--- src/rtl/gteb_pkg.sv ---
// ----------------------------------------------------------------------------
// gteb_pkg: shared constants and types for the gmii transmit elastic buffer
// ----------------------------------------------------------------------------
// holds widths, fifo geometry, fill thresholds and the gmii word carrier.
// assumes every design file refers to these as gteb_pkg::name.
package gteb_pkg;

    // ------------------------------------------------------------------------
    // geometry and fill thresholds
    // ------------------------------------------------------------------------
    localparam int GTEB_DATA_W = 8;
    localparam int GTEB_ADDR_W = 4;                 // 16 entries of storage
    localparam int GTEB_LVL_W = GTEB_ADDR_W + 1;
    localparam logic [GTEB_LVL_W-1:0] GTEB_LVL_TARGET = 5'h08;
    localparam logic [GTEB_LVL_W-1:0] GTEB_LVL_HIGH = 5'h0C;
    localparam logic [GTEB_LVL_W-1:0] GTEB_LVL_LOW = 5'h04;
    localparam logic [GTEB_LVL_W-1:0] GTEB_LVL_PAIR = 5'h02;

    // ------------------------------------------------------------------------
    // timing: core clock rate, used for one byte per cycle on the core side
    // ------------------------------------------------------------------------
    localparam int GTEB_CORE_CLK_MHZ = 125;

    // ------------------------------------------------------------------------
    // one gmii transmit column: enable, error, data
    // ------------------------------------------------------------------------
    typedef struct packed {
        logic en;
        logic er;
        logic [GTEB_DATA_W-1:0] d;
    } gteb_gmii_t;

    localparam int GTEB_WORD_W = GTEB_DATA_W + 2;
    localparam gteb_gmii_t GTEB_IDLE = '{en: 1'b0, er: 1'b0, d: 8'h00};
    localparam gteb_gmii_t GTEB_UNDERRUN_WORD = '{en: 1'b1, er: 1'b1, d: 8'h00};

    // ------------------------------------------------------------------------
    // read side states
    // ------------------------------------------------------------------------
    typedef enum logic [0:0] {
        GTEB_FILL,
        GTEB_RUN
    } gteb_state_t;

endpackage

--- src/rtl/gteb_fifo.sv ---
// ----------------------------------------------------------------------------
// gteb_fifo: small distributed-memory fifo with two-word peek
// ----------------------------------------------------------------------------
// holds the storage array and pointers of the elastic buffer.
// assumes the caller never pushes when full and never pops more than level.
`timescale 1ns/1ns
`default_nettype none

module gteb_fifo #(
    parameter int ADDR_W = gteb_pkg::GTEB_ADDR_W
) (
    // clock and reset
    input wire logic clock,
    input wire logic rst,
    // write side
    input wire logic push,
    input wire gteb_pkg::gteb_gmii_t wr_word,
    // read side: pop 0, 1 or 2 words per cycle
    input wire logic [1:0] pop_cnt,
    output gteb_pkg::gteb_gmii_t head_word,
    output gteb_pkg::gteb_gmii_t next_word,
    // occupancy
    output logic [ADDR_W:0] level,
    output logic full
);

    gteb_pkg::gteb_gmii_t mem [0:(1<<ADDR_W)-1];
    logic [ADDR_W:0] wr_ptr_r;
    logic [ADDR_W:0] rd_ptr_r;
    logic [ADDR_W-1:0] rd_next_addr;

    // ------------------------------------------------------------------------
    // storage: no reset, so it maps to distributed memory
    // ------------------------------------------------------------------------
    always_ff @(posedge clock) begin
        if (push) begin
            mem[wr_ptr_r[ADDR_W-1:0]] <= wr_word;
        end
    end

    // write pointer
    always_ff @(posedge clock) begin
        if (rst) begin
            wr_ptr_r <= '0;
        end else if (push) begin
            wr_ptr_r <= wr_ptr_r + 1'b1;
        end
    end

    // read pointer advances by the number of words consumed
    always_ff @(posedge clock) begin
        if (rst) begin
            rd_ptr_r <= '0;
        end else begin
            rd_ptr_r <= rd_ptr_r + {{(ADDR_W-1){1'b0}}, pop_cnt};
        end
    end

    // asynchronous peek of the two oldest words
    assign rd_next_addr = rd_ptr_r[ADDR_W-1:0] + 1'b1;
    assign head_word = mem[rd_ptr_r[ADDR_W-1:0]];
    assign next_word = mem[rd_next_addr];
    assign level = wr_ptr_r - rd_ptr_r;
    assign full = level[ADDR_W];

endmodule // gteb_fifo

`default_nettype wire

--- src/rtl/gteb_tx_elastic.sv ---
// ----------------------------------------------------------------------------
// gteb_tx_elastic: gmii transmit elastic buffer into the core clock domain
// ----------------------------------------------------------------------------
// holds the link sampling, the fifo instance and the idle add/drop reader.
// assumes the mac transmit clock is much slower than clock, so that every
// high and low phase is seen by at least two core samples.
// assumes nothing downstream stalls: the core takes a column every cycle.
// a mac far slower than the core forces mid-frame underruns; they are marked, not hidden.
`timescale 1ns/1ns
`default_nettype none

module gteb_tx_elastic #(
    parameter int ADDR_W = gteb_pkg::GTEB_ADDR_W
) (
    // core clock and reset
    input wire logic clock,
    input wire logic rst,
    // gmii transmit pins from the remote mac
    input wire logic gmii_tx_clk,
    input wire logic gmii_tx_en,
    input wire logic gmii_tx_er,
    input wire logic [gteb_pkg::GTEB_DATA_W-1:0] gmii_txd,
    // core side column, one per cycle
    output gteb_pkg::gteb_gmii_t core_tx,
    // status pulses and occupancy
    output logic underrun_pulse,
    output logic overrun_pulse,
    output logic idle_added_pulse,
    output logic idle_dropped_pulse,
    output logic [ADDR_W:0] fill_level
);

    // ------------------------------------------------------------------------
    // link sampling
    // ------------------------------------------------------------------------
    logic clk_meta_r;
    logic clk_sync_r;
    logic clk_prev_r;
    gteb_pkg::gteb_gmii_t pin_word;
    gteb_pkg::gteb_gmii_t pin_meta_r;
    gteb_pkg::gteb_gmii_t pin_sync_r;
    gteb_pkg::gteb_gmii_t pin_prev_r;
    logic link_rise;

    assign pin_word = '{en: gmii_tx_en, er: gmii_tx_er, d: gmii_txd};

    // two-flop synchronisers; first stage feeds only the second.
    // the clock pipe resets high: a mac clock already high at release must
    // not look like a fresh rise, or the reset idle word would be pushed as a column
    always_ff @(posedge clock) begin
        if (rst) begin
            clk_meta_r <= 1'b1;
            clk_sync_r <= 1'b1;
            clk_prev_r <= 1'b1;
        end else begin
            clk_meta_r <= gmii_tx_clk;
            clk_sync_r <= clk_meta_r;
            clk_prev_r <= clk_sync_r;
        end
    end

    // data rides the same pipe so it stays aligned with the sampled clock
    always_ff @(posedge clock) begin
        if (rst) begin
            pin_meta_r <= gteb_pkg::GTEB_IDLE;
            pin_sync_r <= gteb_pkg::GTEB_IDLE;
            pin_prev_r <= gteb_pkg::GTEB_IDLE;
        end else begin
            pin_meta_r <= pin_word;
            pin_sync_r <= pin_meta_r;
            pin_prev_r <= pin_sync_r;
        end
    end

    // rising edge of the mac clock; the word taken is the one sampled while
    // the clock was still low, since the mac may change data at that edge
    assign link_rise = clk_sync_r & ~clk_prev_r;

    // ------------------------------------------------------------------------
    // fifo
    // ------------------------------------------------------------------------
    gteb_pkg::gteb_gmii_t head_word;
    gteb_pkg::gteb_gmii_t next_word;
    logic [ADDR_W:0] level;
    logic full;
    logic push;
    logic [1:0] pop_cnt;

    // a push into a full buffer is dropped and reported
    assign push = link_rise & ~full;

    gteb_fifo #(
        .ADDR_W(ADDR_W)
    ) u_fifo (
        .clock(clock),
        .rst(rst),
        .push(push),
        .wr_word(pin_prev_r),
        .pop_cnt(pop_cnt),
        .head_word(head_word),
        .next_word(next_word),
        .level(level),
        .full(full)
    );

    // ------------------------------------------------------------------------
    // read side: idle add / drop
    // ------------------------------------------------------------------------
    gteb_pkg::gteb_state_t state_r;
    gteb_pkg::gteb_state_t state_nxt;
    gteb_pkg::gteb_gmii_t out_nxt;
    logic in_frame;
    logic head_idle;
    logic next_idle;
    logic underrun_nxt;
    logic added_nxt;
    logic dropped_nxt;

    // the last column sent tells whether a frame is passing through;
    // the buffer cannot see a frame's end before the next column arrives,
    // so an empty buffer right after a last byte is treated as mid-frame
    assign in_frame = core_tx.en;
    // carrier extension (er without en) is not idle and is never touched
    assign head_idle = ~head_word.en & ~head_word.er;
    assign next_idle = ~next_word.en & ~next_word.er;

    // choose this cycle's column; exactly one leaves every cycle
    always_comb begin
        state_nxt = state_r;
        out_nxt = gteb_pkg::GTEB_IDLE;
        pop_cnt = 2'd0;
        underrun_nxt = 1'b0;
        added_nxt = 1'b0;
        dropped_nxt = 1'b0;
        case (state_r)
            gteb_pkg::GTEB_FILL: begin
                // wait for the target level, sending idle meanwhile
                if (level >= {1'b0, gteb_pkg::GTEB_LVL_TARGET[ADDR_W-1:0]}) begin
                    state_nxt = gteb_pkg::GTEB_RUN;
                end
            end
            gteb_pkg::GTEB_RUN: begin
                if (level == '0) begin
                    // empty: mid-frame this cannot be hidden, so mark it
                    // (a frame that just ended with the buffer empty is marked too)
                    if (in_frame) begin
                        out_nxt = gteb_pkg::GTEB_UNDERRUN_WORD;
                        underrun_nxt = 1'b1;
                    end
                    state_nxt = gteb_pkg::GTEB_FILL;
                end else if (!in_frame && head_idle
                             && level < gteb_pkg::GTEB_LVL_LOW) begin
                    // repeat an idle: hold the head, send idle
                    added_nxt = 1'b1;
                end else if (!in_frame && head_idle && next_idle
                             && level > gteb_pkg::GTEB_LVL_HIGH
                             && level >= gteb_pkg::GTEB_LVL_PAIR) begin
                    // drop an idle: consume two idles, send one
                    // only reachable when the mac runs at least as fast as the core
                    pop_cnt = 2'd2;
                    dropped_nxt = 1'b1;
                end else begin
                    // frame columns always pass one for one, in order
                    out_nxt = head_word;
                    pop_cnt = 2'd1;
                end
            end
            default: begin
                state_nxt = gteb_pkg::GTEB_FILL;
            end
        endcase
    end

    // ------------------------------------------------------------------------
    // registered state and outputs
    // ------------------------------------------------------------------------

    // read state
    always_ff @(posedge clock) begin
        if (rst) begin
            state_r <= gteb_pkg::GTEB_FILL;
        end else begin
            state_r <= state_nxt;
        end
    end

    // core side column, registered
    always_ff @(posedge clock) begin
        if (rst) begin
            core_tx <= gteb_pkg::GTEB_IDLE;
        end else begin
            core_tx <= out_nxt;
        end
    end

    // status pulses and occupancy, registered
    always_ff @(posedge clock) begin
        if (rst) begin
            underrun_pulse <= 1'b0;
            overrun_pulse <= 1'b0;
            idle_added_pulse <= 1'b0;
            idle_dropped_pulse <= 1'b0;
            fill_level <= '0;
        end else begin
            underrun_pulse <= underrun_nxt;
            overrun_pulse <= link_rise & full;
            idle_added_pulse <= added_nxt;
            idle_dropped_pulse <= dropped_nxt;
            fill_level <= level;
        end
    end

endmodule // gteb_tx_elastic

`default_nettype wire

--- config.mk ---
export PLATFORM = sky130hd
export DESIGN_NAME = gteb_tx_elastic
export DESIGN_NICKNAME = d
export VERILOG_FILES = /design/src/rtl/gteb_pkg.sv /design/src/rtl/gteb_fifo.sv /design/src/rtl/gteb_tx_elastic.sv
export SDC_FILE = /design/constraint.sdc
export NUM_CORES = 1
export LEC_CHECK = 0
export BUFFER_PORTS_ARGS = -buffer_cell sky130_fd_sc_hd__buf_4
export CORE_UTILIZATION = 42
export DETAILED_ROUTE_END_ITERATION = 6
export PLACE_DENSITY = 0.67
export SYNTH_ARGS = -nofsm -noshare
export SYNTH_HDL_FRONTEND = slang
export SYNTH_SLANG_ARGS = --single-unit
--- constraint.sdc ---
create_clock -name clock -period 3.7 [get_ports clock]
set_input_delay 0 -clock clock [delete_from_list [all_inputs] [get_ports clock]]
set_output_delay 0 -clock clock [all_outputs]
set_load 0.03 [all_outputs]
==> results.md <==
* Vias in the first global route at roughly 4900
* Final Max Slew Viols at 0
* Area delta synth->final at 16.5%
* Global-route wire length before repair at roughly 28000 µm
* Worst-Skew Late Latency at around 0.51 ns
* Worst vdd rail ir drop at just under 0.4 mV
* Io pins at 32
* Min Hold Slack at roughly 0.23 ns
* Leak at 3.56 nW
* RD Place Congestion at around 0.85
* Most frequent CP cell: ha_1
* Worst Tran Pin Value at approximately 1.2 ns
* Die Width at 147 µm
* Die height at 147 µm
* Critical path arrival at 3.73 ns
* Synth Register Bits at 223
* Vias per inst at 5.49
* Warnings, synthesis at 0
* Crit path required time at a little over 4 ns
* Cts bufs inserted at 22
* Critical path's largest stage delay at between 0.5 and 0.6 ns
* Aggregate negative setup slack at 0 ns
* Antenna Violating Nets Remaining at 0
* Critical Path Start Type: flop
* Grt ovf at 0
* Cell count after synthesis at 545
* Max_slew headroom at between 10% and 20%
* Final worst-path cycle share at between 90% and 100%
* Total Nets Final at between 600 and 700
* Filler Cell Count at 1697
* Clock-pin slew on the worst setup and hold paths at around 0.06 ns
* DR iter-0 viols at 476
* Number of synthesized flops with an enable pin at between 150 and 200
* Clock root buffer: clkbuf_16
* Core Rows at 52
* Initial antenna violation count at 0
* Commonest non-fill, non-tap cell in the layout: edfxtp_1
* Synthesized cell area at approximately 8800 µm²
* Fin. Hold Viols at 0
* Register area share after synthesis at between 60 and 70%
* Port bufs at 31
* Run status: completed
* FMAX at 0.298 GHz
* Final Setup Violations at 0
* RSZ-0062 raised after global routing: false
* Routed WL per cell at ~20 µm
* Worst Setup Path Type: flop to flop
* Mapped Nets at around 570
* Post-synthesis cell type count at 56
* Max-cap violations at 0
* Starting Density at a little over two fifths
* DR pass1 iterations at 5
* Die area at between 20000 and 25000 µm²
* Pwr Density at approximately 640 nW/µm²
* Global Route Usage Sum at between 10% and 20%
* Slowest-stage cell, CP: dfxtp_1
* Most used DFF post-synth: edfxtp_1
* Clock buffer depth at 3
* CP Buf/Inv Count at 3
* Clk sinks at ~220
* Layout cells sized above 1 at a little over a fifth
* Ys async rst share at 0%
* Critical Path End Type: flop
* Core Box Area at between 20000 and 25000 µm²
* DR vias at between 4000 and 5000
* Total Power at approximately 0.0066 W
* Final Skew at 0.0112 ns
* Crit-path max FO at 11
* Hold Crit Class: primary input to flop
* Worst-path cell chain: inv_2 > ha_1 > a21oi_1 > and3_1 > o32ai_1 > o41a_1 > buf_4 > o22ai_1 > ha_1 > inv_1 > fa_1 > nor3_1 > xnor2_1 > nor2_1
* Most frequent cells in the layout: 160 x edfxtp_1, 60 x dfxtp_1, 42 x buf_4
* CTS tree: built
* H-tree depth at 1
* Residual DRC at 0
* Dpl hpwl at around 11000 µm
* # diodes at 0
* Min Clock Period, post-route at 3.36 ns
* Largest net degree at the start of global routing at 52
* Cell family with the largest share of critical-path delay: adder cells
* Final wirelength at roughly 17000 µm
* Syn avg cell area at between 15 and 20 µm²
-- flip-flops by register name, summed over array words and instances, names as in the netlist, 5 cells and up --
signal / count
core_tx: 9
fill_level: 5
pin_meta_r: 10
pin_prev_r: 10
pin_sync_r: 10
u_fifo.mem: 160
u_fifo.rd_ptr_r: 5
u_fifo.wr_ptr_r: 5
-- what timing repair did --
action | 4_1_cts | 5_1_grt
endpoints found under the hold margin | 46 | 0
resized for setup | 0 | 2
hold buffers | 22 | 0
setup buffers | 0 | 0
setup endpoints to repair | 0 | 1
-- metal layers --
layer / part of all wire [%] / routed length [µm] / track usage [%] / up-vias
met5: 0 / 0 / 0 / -
met4: 1.8 / 323 / 5.00 / 0
met3: 6.0 / 1040 / 2.64 / 31
met2: 50 / 8720 / 28.7 / 173
met1: 42 / 7410 / 22.5 / 2443
li1: - / - / - / 2220
-- synth_stat cells, types with 10 or more instances --
cell      count  area share (%)
nand2_1      16            0.68
nor3_1       11            0.62
buf_2        10            0.57
clkbuf_1     14            0.59
and3_1       16             1.1
dfxtp_1      63              14
ha_1         11             1.6
edfxtp_1    160              54
mux4_2       37             9.4
nor2_1       26             1.1
nand3_1      11            0.62
a22oi_1      16             1.4
nor2b_1      41             2.9
-- layout make-up --
cell class | count | area, µm² | area share, %
clock buffers | 29 | 608 | 5.91
clock inverters | 11 | 140 | 1.36
inverters | 7 | 26.3 | 0.255
multi-input cells | 282 | 2560 | 24.9
flip-flops and latches | 223 | 6070 | 58.9
well taps | 270 | 338 | 3.28
repair buffers | 65 | 556 | 5.39
-- logic make-up (layout without fill, tap and decap cells) --
| kind of cell | after synthesis | after routing | share of synthesized area, % |
|---|---|---|---|
| mux | 44 | 44 | 11.0 |
| simple gates | 147 | 147 | 9.11 |
| flops | 223 | 223 | 68.6 |
| buf+inv | 40 | 112 | 2.48 |
| fa+ha+maj | 13 | 13 | 2.01 |
| compound gates | 68 | 68 | 5.84 |
| xor+xnor | 10 | 10 | 0.991 |
-- path summary, 6_finish.rpt --
path / from / endpoint / slack (ns) / depth (start not counted)
max: u_fifo.rd_ptr_r[3] / u_fifo.rd_ptr_r[4] / 0.34 / 14
min: gmii_tx_clk / clk_meta_r / 0.23 / 3
max reg2reg: u_fifo.rd_ptr_r[3] / u_fifo.rd_ptr_r[4] / 0.34 / 14
min reg2reg: clk_meta_r / clk_sync_r / 0.42 / 1
-- where the power goes --
| group | switching [W] | internal, W | total, W | leakage [nW] |
|---|---|---|---|---|
| sequential | 0.0000623 | 0.00275 | 0.00282 | 1.99 |
| clock | 0.000890 | 0.00137 | 0.00226 | 0.361 |
| combinational | 0.000886 | 0.000653 | 0.00154 | 1.21 |
-- worst min-delay path, cell delays in order --
cell	delay, ns
dlygate4sd3_1	0.53
buf_4	0.09
or2_2	0.09
-- through the flow --
step / utilization (%) / cells / setup WS, ns / area (µm²)
5_1_grt: 50.4 / 887 / 0.0286 / 10300
2_1_floorplan: - / 545 / 0.167 / 8840
3_5_place_dp: 45.6 / 825 / 0.196 / 9320
4_1_cts: 50.4 / 887 / 0.198 / 10300
6_report: 50.4 / 887 / 0.345 / 10300
3_3_place_gp: 45.6 / 825 / 0.382 / 9320
No activity file was read; power rests on OpenSTA's default activity.
